## src/noload_pkg.sv

```systemverilog
package noload_pkg;

    // ****************************************************************
    // Register map.
    // ****************************************************************
    localparam logic [3:0] ADDR_ACTIVE_THR   = 4'h0;
    localparam logic [3:0] ADDR_REACTIVE_THR = 4'h1;
    localparam logic [3:0] ADDR_APPARENT_THR = 4'h2;
    localparam logic [3:0] ADDR_FLAGS        = 4'h3;
    localparam logic [3:0] ADDR_ENABLES      = 4'h4;
    localparam logic [3:0] ADDR_PHASE_STATE  = 4'h5;

    // ****************************************************************
    // Field positions and widths.
    // ****************************************************************
    localparam int THR_WIDTH    = 16;
    localparam int DATA_WIDTH   = 32;
    localparam int PHASES       = 3;
    localparam int FUND_BIT     = 1;
    localparam int APP_BIT      = 2;
    localparam int FUND_LSB     = 3;
    localparam int APP_LSB      = 6;

    localparam logic [15:0] THR_RESET   = 16'h0000;
    localparam logic [15:0] THR_MAX     = 16'hFFFF;
    localparam logic [2:0]  PHASE_RESET = 3'h0;

endpackage

```

## src/no_load_detector.sv

```systemverilog
`timescale 1ns/1ps
`default_nettype none

module no_load_detector #(
    parameter int PHASES = noload_pkg::PHASES
) (
    // Clock and reset.
    input  wire logic              clk_sys,
    input  wire logic              rst,
    // Register port.
    input  wire logic [3:0]        addr,
    input  wire logic [31:0]       wdata,
    input  wire logic              wr,
    input  wire logic              rd,
    output logic      [31:0]       rdata,
    // Time base and per-phase accumulator increments.
    input  wire logic              tick,
    input  wire logic [PHASES-1:0] fund_active_lsb,
    input  wire logic [PHASES-1:0] fund_reactive_lsb,
    input  wire logic [PHASES-1:0] apparent_lsb,
    // Gating of accumulation and pulses.
    output logic      [PHASES-1:0] fund_accumulate_en,
    output logic      [PHASES-1:0] apparent_accumulate_en,
    // Interrupt, active low.
    output logic                   second_irq_line_n
);

    // ****************************************************************
    // State.
    // ****************************************************************
    typedef struct packed {
        logic [15:0]        active_noload_threshold;
        logic [15:0]        reactive_noload_threshold;
        logic [15:0]        apparent_noload_threshold;
        logic [31:0]        second_event_flags;
        logic [31:0]        second_event_enables;
        logic [PHASES-1:0]  fund_noload_phase_bits;
        logic [PHASES-1:0]  apparent_noload_phase_bits;
        logic [PHASES-1:0][15:0] fund_idle;
        logic [PHASES-1:0][15:0] app_idle;
        logic [31:0]        rdata;
    } state_type;

    state_type cur;
    state_type next_s;

    logic fund_enabled;
    logic app_enabled;
    logic [15:0] fund_limit;
    logic [PHASES-1:0] fund_inc;
    logic [PHASES-1:0] fund_enter;
    logic [PHASES-1:0] app_enter;
    logic [PHASES-1:0] next_fund_bits;
    logic [PHASES-1:0] next_app_bits;

    // Fundamental detection needs both shared thresholds nonzero; apparent detection needs only the apparent threshold nonzero.
    assign fund_enabled = (cur.active_noload_threshold != noload_pkg::THR_RESET)
                       && (cur.reactive_noload_threshold != noload_pkg::THR_RESET);
    assign app_enabled  = cur.apparent_noload_threshold != noload_pkg::THR_RESET;
    // The idle limit is the smaller of the two thresholds.
    assign fund_limit = (cur.active_noload_threshold < cur.reactive_noload_threshold)
                      ? cur.active_noload_threshold : cur.reactive_noload_threshold;

    // ****************************************************************
    // Per-phase idle timers.
    // ****************************************************************
    genvar g;
    generate
        for (g = 0; g < PHASES; g++)
        begin : g_phase
            assign fund_inc[g]  = fund_active_lsb[g] | fund_reactive_lsb[g];
            // A phase enters no-load once its idle count reaches the limit.
            assign fund_enter[g] = fund_enabled && !fund_inc[g] && tick
                                && (cur.fund_idle[g] + 16'h0001 >= fund_limit);
            assign app_enter[g]  = app_enabled && !apparent_lsb[g] && tick
                                && (cur.app_idle[g] + 16'h0001 >= cur.apparent_noload_threshold);
            // Any increment leaves no-load at once; each phase alone.
            assign next_fund_bits[g] = fund_enabled
                && (fund_inc[g] ? 1'b0 : (cur.fund_noload_phase_bits[g] | fund_enter[g]));
            assign next_app_bits[g] = app_enabled
                && (apparent_lsb[g] ? 1'b0 : (cur.apparent_noload_phase_bits[g] | app_enter[g]));
            // Accumulation and pulses stop while in no-load.
            assign fund_accumulate_en[g]     = !cur.fund_noload_phase_bits[g];
            assign apparent_accumulate_en[g] = !cur.apparent_noload_phase_bits[g];
        end
    endgenerate

    // ****************************************************************
    // Next state.
    // ****************************************************************
    always_comb
    begin
        next_s = cur;
        next_s.rdata = 32'h0000_0000;
        for (int p = 0; p < PHASES; p++)
        begin
            if (fund_inc[p] || !fund_enabled)
                next_s.fund_idle[p] = 16'h0000;
            else if (tick && cur.fund_idle[p] != noload_pkg::THR_MAX)
                next_s.fund_idle[p] = cur.fund_idle[p] + 16'h0001;
            if (apparent_lsb[p] || !app_enabled)
                next_s.app_idle[p] = 16'h0000;
            else if (tick && cur.app_idle[p] != noload_pkg::THR_MAX)
                next_s.app_idle[p] = cur.app_idle[p] + 16'h0001;
        end
        next_s.fund_noload_phase_bits     = next_fund_bits;
        next_s.apparent_noload_phase_bits = next_app_bits;
        if (wr)
        begin
            unique case (addr)
                noload_pkg::ADDR_ACTIVE_THR:   next_s.active_noload_threshold   = wdata[15:0];
                noload_pkg::ADDR_REACTIVE_THR: next_s.reactive_noload_threshold = wdata[15:0];
                noload_pkg::ADDR_APPARENT_THR: next_s.apparent_noload_threshold = wdata[15:0];
                noload_pkg::ADDR_ENABLES:      next_s.second_event_enables      = wdata;
                // Write one to clear.
                noload_pkg::ADDR_FLAGS:        next_s.second_event_flags = cur.second_event_flags & ~wdata;
                default: ;
            endcase
        end
        // Flags set on any state change regardless of enables; set wins.
        if (next_fund_bits != cur.fund_noload_phase_bits)
            next_s.second_event_flags[noload_pkg::FUND_BIT] = 1'b1;
        if (next_app_bits != cur.apparent_noload_phase_bits)
            next_s.second_event_flags[noload_pkg::APP_BIT] = 1'b1;
        if (rd)
        begin
            unique case (addr)
                noload_pkg::ADDR_ACTIVE_THR:   next_s.rdata = {16'h0000, cur.active_noload_threshold};
                noload_pkg::ADDR_REACTIVE_THR: next_s.rdata = {16'h0000, cur.reactive_noload_threshold};
                noload_pkg::ADDR_APPARENT_THR: next_s.rdata = {16'h0000, cur.apparent_noload_threshold};
                noload_pkg::ADDR_FLAGS:        next_s.rdata = cur.second_event_flags;
                noload_pkg::ADDR_ENABLES:      next_s.rdata = cur.second_event_enables;
                noload_pkg::ADDR_PHASE_STATE:
                begin
                    next_s.rdata[noload_pkg::FUND_LSB +: PHASES] = cur.fund_noload_phase_bits;
                    next_s.rdata[noload_pkg::APP_LSB +: PHASES]  = cur.apparent_noload_phase_bits;
                end
                default: next_s.rdata = 32'h0000_0000;
            endcase
        end
    end

    always_ff @(posedge clk_sys)
    begin
        if (rst)
        begin
            cur <= '0;
        end
        else
        begin
            cur <= next_s;
        end
    end

    assign rdata = cur.rdata;
    // Line low while any enabled flag is set.
    assign second_irq_line_n = ~|(cur.second_event_flags & cur.second_event_enables);

    // ****************************************************************
    // Per-phase checks.
    // ****************************************************************
    generate
        for (g = 0; g < PHASES; g++)
        begin : g_check

        end
    endgenerate
endmodule
`default_nettype wire

```

## config.mk

```make
export PLATFORM = sky130hd
export DESIGN_NAME = no_load_detector
export DESIGN_NICKNAME = d
export VERILOG_FILES = /design/src/noload_pkg.sv /design/src/no_load_detector.sv
export SDC_FILE = /design/constraint.sdc
export NUM_CORES = 1
export LEC_CHECK = 0
export BUFFER_PORTS_ARGS = -buffer_cell sky130_fd_sc_hd__buf_2
export CORE_ASPECT_RATIO = 0.7
export CORE_MARGIN = 4
export CORE_UTILIZATION = 55
export DETAILED_ROUTE_END_ITERATION = 6
export PLACE_DENSITY = 0.73
export SLEW_MARGIN = 20
export SYNTH_ARGS = -nofsm -noshare
export SYNTH_HDL_FRONTEND = slang
export SYNTH_SLANG_ARGS = --single-unit
```

## constraint.sdc

```tcl
create_clock -name clk_sys -period 11 [get_ports clk_sys]
set_input_delay 0.55 -clock clk_sys [delete_from_list [all_inputs] [get_ports clk_sys]]
set_output_delay 0.55 -clock clk_sys [all_outputs]
set_load 0.01 [all_outputs]
```

==> flow_summary.json, run 1 <==
{
  "grt_usage_pct": 27.0,
  "final.setup.tns_ps": 0,
  "final_common_cell": "nand2_1",
  "rows": 48,
  "fill_cells": 2218,
  "reg2reg_depth": 18,
  "drive_gt1_share_pct": 9.42,
  "final_cell_mix": "258 x nand2_1, 246 x dfxtp_1, 155 x a21oi_1, 148 x nor2_1, 112 x xor2_1",
  "die_h_um": 140,
  "avgRoutedWirePerCell_um": 18.9,
  "r2r-start": "cur[220]$_SDFFE_PP0P_",
  "critPathCaptureType": "register",
  "path_clk_slew_ps": 70,
  "crit_path_start_kind": "register",
  "synth_warnings": 0,
  "core_sq_um": 24600,
  "fin_crit_sh_pct": 42.8,
  "seqCellArea_sq_um": 4920,
  "dpl.hpwl_um": 28100,
  "power.leakage_nw": 6.06,
  "cts_resized": 0,
  "grt_max_degree": 87,
  "worstSetupPathType": "reg -> reg",
  "clock_latency_ps": 550,
  "async_reset_ff_share_pct": 0,
  "io_buffers": 88,
  "drt_iter0_markers": 1119,
  "hp-class": "in -> reg",
  "setup_viol": 0,
  "initial_core_util_pct": 55.9,
  "diodes": 0,
  "die_w_um": 197,
  "relSlewSlack_pct": 33.9,
  "netlist_area_sq_um": 13800,
  "ir_worst_vdd_mv": 0.125,
  "dp_slack_ps": 6420,
  "clkSinkCount": 246,
  "syn_to_final_growth_pct": 8.89,
  "htree_levels": 1,
  "timing.rr.end": "cur[167]$_SDFFE_PP0P_",
  "cp-endpoint": "cur[167]$_SDFFE_PP0P_",
  "viasPerCell": 5.89,
  "synth_edf_count": 0,
  "skew_ps": 19.6,
  "cap_violations": 0,
  "setup_ws_ps": 6290,
  "wl_um": 38300,
  "outcome": "finished, violations left",
  "postCtsSetupRepairBufs": 0,
  "root_buffer": "clkbuf_16",
  "grt_antenna_before_repair": 1,
  "drcViolationCount": 4,
  "grt_pass1_vias": 11200,
  "multi_input_area_sq_um": 8150,
  "power_density_nw_per_um2": 127,
  "fmax_mhz": 212,
  "rsz0062_at_grt": "no",
  "gp_congestion": 0.964,
  "crit_start": "cur[220]$_SDFFE_PP0P_",
  "slew_violations": 0,
  "seq_area_frac_synth_pct": 35.7,
  "cts_tree": "done",
  "ant_nets": 0,
  "syn-instance-count": 1665,
  "worst_slew_pin_slew_ps": 988,
  "violations": "design-rule violations",
  "dr.pass1.iters": 7,
  "nets": 1842,
  "ff2ff_setup_slack_ps": 6290,
  "grt_pass1_wl_um": 60500,
  "avgSynthCellArea_sq_um": 8.27,
  "synthFlopType": "dfxtp_1",
  "worstPathMaxFanout": 9,
  "cts_buffer_depth": 3,
  "hold_buffers": 0,
  "hold_viol_final": 0,
  "vias": 11900,
  "mappedNetlistNets": 1826,
  "overflow": 0,
  "ioPinCount": 89,
  "cts_buffers": 25,
  "final.min_clock_period_ps": 4710,
  "die_area_sq_um": 27700,
  "cp.arrival_ps": 5120,
  "ys_seq_elements": 246,
  "critPathRequiredTime_ps": 11420,
  "ys_types": 65
}
-- state kept, by name, indices dropped and copies added (netlist names) --
name and cells:
rdata 32, cur 214
-- metal layers --
layer	track usage [%]	up-vias	routed length (um)
met5	0	-	10
met3	7.86	48	4010
met1	40.4	5638	18000
met2	38.6	464	15700
met4	5.47	2	623
li1	-	5770	-
-- cell usage after synthesis (all sizes together), types with 6 or more instances --
master	count	area, sq um
mux2i	25	267
nor4	14	87.6
buf	41	300
inv	45	169
and2	6	37.5
nand2	258	968
nor2	148	556
a22oi	27	203
a21o	23	173
ha	111	1390
nand2b	43	269
a211oi	8	65.1
clkbuf	69	259
and3	48	302
a21oi	155	776
a222oi	16	160
xor2	112	981
nor3	11	55.1
nand4	22	138
a31oi	8	90.1
xnor2	42	368
and4	6	52.6
nor2b	21	131
dfxtp	246	4920
a221oi	6	58.8
nand3	34	170
o21ai	49	245
a22o	14	123
or3	14	87.6
-- stage by stage --
step / power [mW] / instances / hold WS [ps] / util [%] / cell area, sq um
after floorplan: 1.00 / 1665 / 436 / - / 13800
after global placement: 1.04 / 1979 / 453 / 57.5 / 14200
after detailed placement: 1.04 / 1979 / 456 / 57.5 / 14200
after CTS: 1.91 / 2023 / 165 / 60.9 / 15000
after global routing: 1.96 / 2023 / 177 / 60.9 / 15000
final: 1.90 / 2023 / 186 / 60.9 / 15000
-- layout make-up --
cell class                 count  area share [%]
clock buffer                  32            4.61
clock inverter                12           0.909
inverter                      45            1.13
multi-input combinational   1264            54.3
sequential                   246            32.8
tap                          325            2.71
timing repair buffer          99            3.50
-- power by group --
| group | total, mW | internal (mW) | switching, mW |
|---|---|---|---|
| Clock | 0.874 | 0.496 | 0.378 |
| Combinational | 0.123 | 0.0432 | 0.0801 |
| Sequential | 0.903 | 0.896 | 0.00726 |
| Total | 1.90 | 1.44 | 0.465 |
-- critical path, stage by stage (launching register included) --
cell,delay [ps]
dfxtp_1,380
inv_1,70
ha_1,300
and3_1,200
o211ai_1,100
o21ai_1,210
a311o_1,520
buf_4,320
mux2i_1,440
ha_1,320
and4_1,190
a21oi_1,140
nand2_1,70
a221o_1,390
a32o_1,220
a21o_1,170
nor3b_1,140
a311oi_1,280
o21ai_1,100
-- cells by family (layout without fill, tap and decap cells) --
group	count (synthesis)	count (layout)	synth area share, %
muxes	27	27	2.10
and+or+nand+nor	637	637	21.4
DFF	246	246	35.7
xor gates and xnor gates	154	154	9.79
adders and majority gates	114	114	10.3
buffers and inverters	155	188	5.29
AOI/OAI and AO/OA	332	332	15.3
-- how the worst min path moves through the flow --
stage | start | end | slack, ps | depth (start not counted)
floorplan | cur[166]$_SDFFE_PP0P_ | cur[166]$_SDFFE_PP0P_ | 440 | 2
global placement | cur[170]$_SDFFE_PP0P_ | cur[170]$_SDFFE_PP0P_ | 450 | 2
detailed placement | cur[187]$_SDFFE_PP0P_ | cur[187]$_SDFFE_PP0P_ | 460 | 2
CTS | wdata[29] | cur[195]$_SDFFE_PP0P_ | 170 | 2
global route | wdata[21] | cur[187]$_SDFFE_PP0P_ | 180 | 2
finish | wdata[26] | cur[192]$_SDFFE_PP0P_ | 190 | 2
No activity file was read; power rests on OpenSTA's default activity.
==> inputs of run 2 (changes only) <==
==> constraint.sdc (replaced) <==
create_clock -name clk_sys -period 4.8 [get_ports clk_sys]
set_input_delay 0.24 -clock clk_sys [delete_from_list [all_inputs] [get_ports clk_sys]]
set_output_delay 0.24 -clock clk_sys [all_outputs]
set_load 0.01 [all_outputs]
==> run 2 against run 1 <==
The run now ends clean. Routed wire length rose by 2.8%. Core utilization rose by 1.1 points. Worst setup slack got worse by 6100 ps. Fmax rose by 2.2%. Sequential share of layout area fell by 0.58 points. Clock power rose by 120%. Non-clock buffer count rose by 33. Count of clock-buffer cells in the layout rose by 4. Power rose by 130%.
==> flow_summary.json, run 2 (same netlist as run 1, synthesis figures left out) <==
{
  "outcome": "finished, final reports clean",
  "final_cell_mix": "258 x nand2_1, 246 x dfxtp_1, 155 x a21oi_1, 148 x nor2_1, 112 x xor2_1",
  "worstPathMaxFanout": 14,
  "skew_ps": 26.5,
  "crit_slowest_cell": "a311o_1",
  "die_area_sq_um": 27700,
  "vias": 12100,
  "dp_slack_ps": 337,
  "path_clk_slew_ps": 70,
  "htree_levels": 1,
  "worst-path-buf-inv": 2,
  "diodes": 0,
  "drcViolationCount": 0,
  "grt_antenna_before_repair": 0,
  "grt_usage_pct": 27.5,
  "wl_um": 39400,
  "crit_chain": "inv_1 -> ha_1 -> and3_1 -> a221oi_2 -> o21ai_1 -> a311o_1 -> buf_4 -> mux2i_1 -> ha_1 -> and4_1 -> a21oi_1 -> nand2_1 -> a221o_1 -> a32o_1 -> a21o_1 -> nor3b_1 -> a311oi_1 -> o21ai_1",
  "core_sq_um": 24600,
  "wl_met1_um": 18400,
  "nets": 1875,
  "hp-class": "in -> reg",
  "overflow": 0,
  "postCtsSetupRepairBufs": 0,
  "cp.arrival_ps": 5030,
  "setup_ws_ps": 193,
  "dr_wl_met3_um": 3820,
  "final_common_cell": "nand2_1",
  "dr.pass1.iters": 6,
  "crit_path_start_kind": "register",
  "final.setup.tns_ps": 0,
  "setup_viol": 0,
  "top_register": "cur",
  "syn_to_final_growth_pct": 10.8,
  "ir_worst_vdd_mv": 0.319,
  "ioPinCount": 89,
  "io_buffers": 88,
  "worst_slew_pin_slew_ps": 1150,
  "fill_cells": 2164,
  "gp_congestion": 0.970,
  "seqCellArea_sq_um": 4920,
  "fin_crit_sh_pct": 96.0,
  "grt_pass1_vias": 11300,
  "top_layer": "met4",
  "worstSetupPathType": "reg -> reg",
  "clock_latency_ps": 560,
  "fmax_mhz": 217,
  "hold_viol_final": 0,
  "slew_violations": 0,
  "critPathTopFamily": "compound AO/OA/AOI/OAI gates",
  "cts_buffers": 25,
  "avgRoutedWirePerCell_um": 19.2,
  "ant_nets": 0,
  "grt_max_degree": 64,
  "critPathRequiredTime_ps": 5220,
  "drive_gt1_share_pct": 8.96,
  "final.min_clock_period_ps": 4610,
  "initial_core_util_pct": 55.9,
  "power_density_nw_per_um2": 280,
  "rows": 48,
  "timing.hold.ws_ps": 56.7,
  "power.leakage_nw": 6.17,
  "dr_wl_met2_um": 16200,
  "cts_buffer_depth": 3,
  "relSlewSlack_pct": 23.0,
  "dpl.hpwl_um": 28700,
  "multi_input_area_sq_um": 8140,
  "critPathCaptureType": "register",
  "drt_iter0_markers": 1109,
  "cts_tree": "done",
  "die_w_um": 197,
  "root_buffer": "clkbuf_16",
  "clkSinkCount": 246,
  "grt_pass1_wl_um": 61700,
  "largest_register_ffs": 214,
  "rsz0062_at_grt": "no",
  "cap_violations": 0,
  "die_h_um": 140,
  "post-route-util_pct": 62.0,
  "viasPerCell": 5.90,
  "max_stage_delay_ps": 430
}
==> run 2: area by class of cell <==
type | count | area share (%)
Clock buffer | 36 | 4.63
Inverter | 45 | 1.11
Sequential cell | 246 | 32.3
Timing Repair Buffer | 132 | 5.59
Tap cell | 325 | 2.66
Multi-Input combinational cell | 1264 | 53.3
Clock inverter | 6 | 0.459
==> run 2: final timing paths <==
path | start | to | slack (ps) | depth (start not counted)
setup / recovery | cur[220]$_SDFFE_PP0P_ | cur[167]$_SDFFE_PP0P_ | 190 | 18
hold / removal | fund_active_lsb[1] | cur[111]$_SDFFE_PP0P_ | 60 | 4
setup reg to reg | cur[220]$_SDFFE_PP0P_ | cur[167]$_SDFFE_PP0P_ | 190 | 18
hold reg to reg | cur[211]$_SDFFE_PP0P_ | cur[211]$_SDFFE_PP0P_ | 470 | 2
==> run 2: repair_timing <==
action,CTS,global route
gates resized for setup,0,0
endpoints found under the hold margin,88,0
hold buffers,32,0
==> run 2: stage by stage <==
step	area, sq um	power (mW)	cells
floorplan	13800	2.29	1665
global placement	14200	2.39	1980
detailed placement	14200	2.39	1980
CTS	15300	4.30	2054
global route	15300	4.41	2054
finish	15300	4.28	2054
==> run 2: power by group <==
part           internal [mW]  leakage, nW  switching (mW)
registers               2.05         1.98          0.0166
logic                  0.116         3.80           0.187
clock network           1.08        0.385           0.832
==> run 2: tightest hold or removal path, cell delays in order <==
cell	delay [ps]
buf_2	100
nor3_1	100
o21ai_0	90
a21oi_1	50
==> run 2: layer usage <==
layer | vias up | global-route usage (%)
li1 | 5835 | -
met1 | 5679 | 41.7
met2 | 521 | 39.5
met3 | 77 | 5.87
met4 | 0 | 7.22
met5 | - | 0
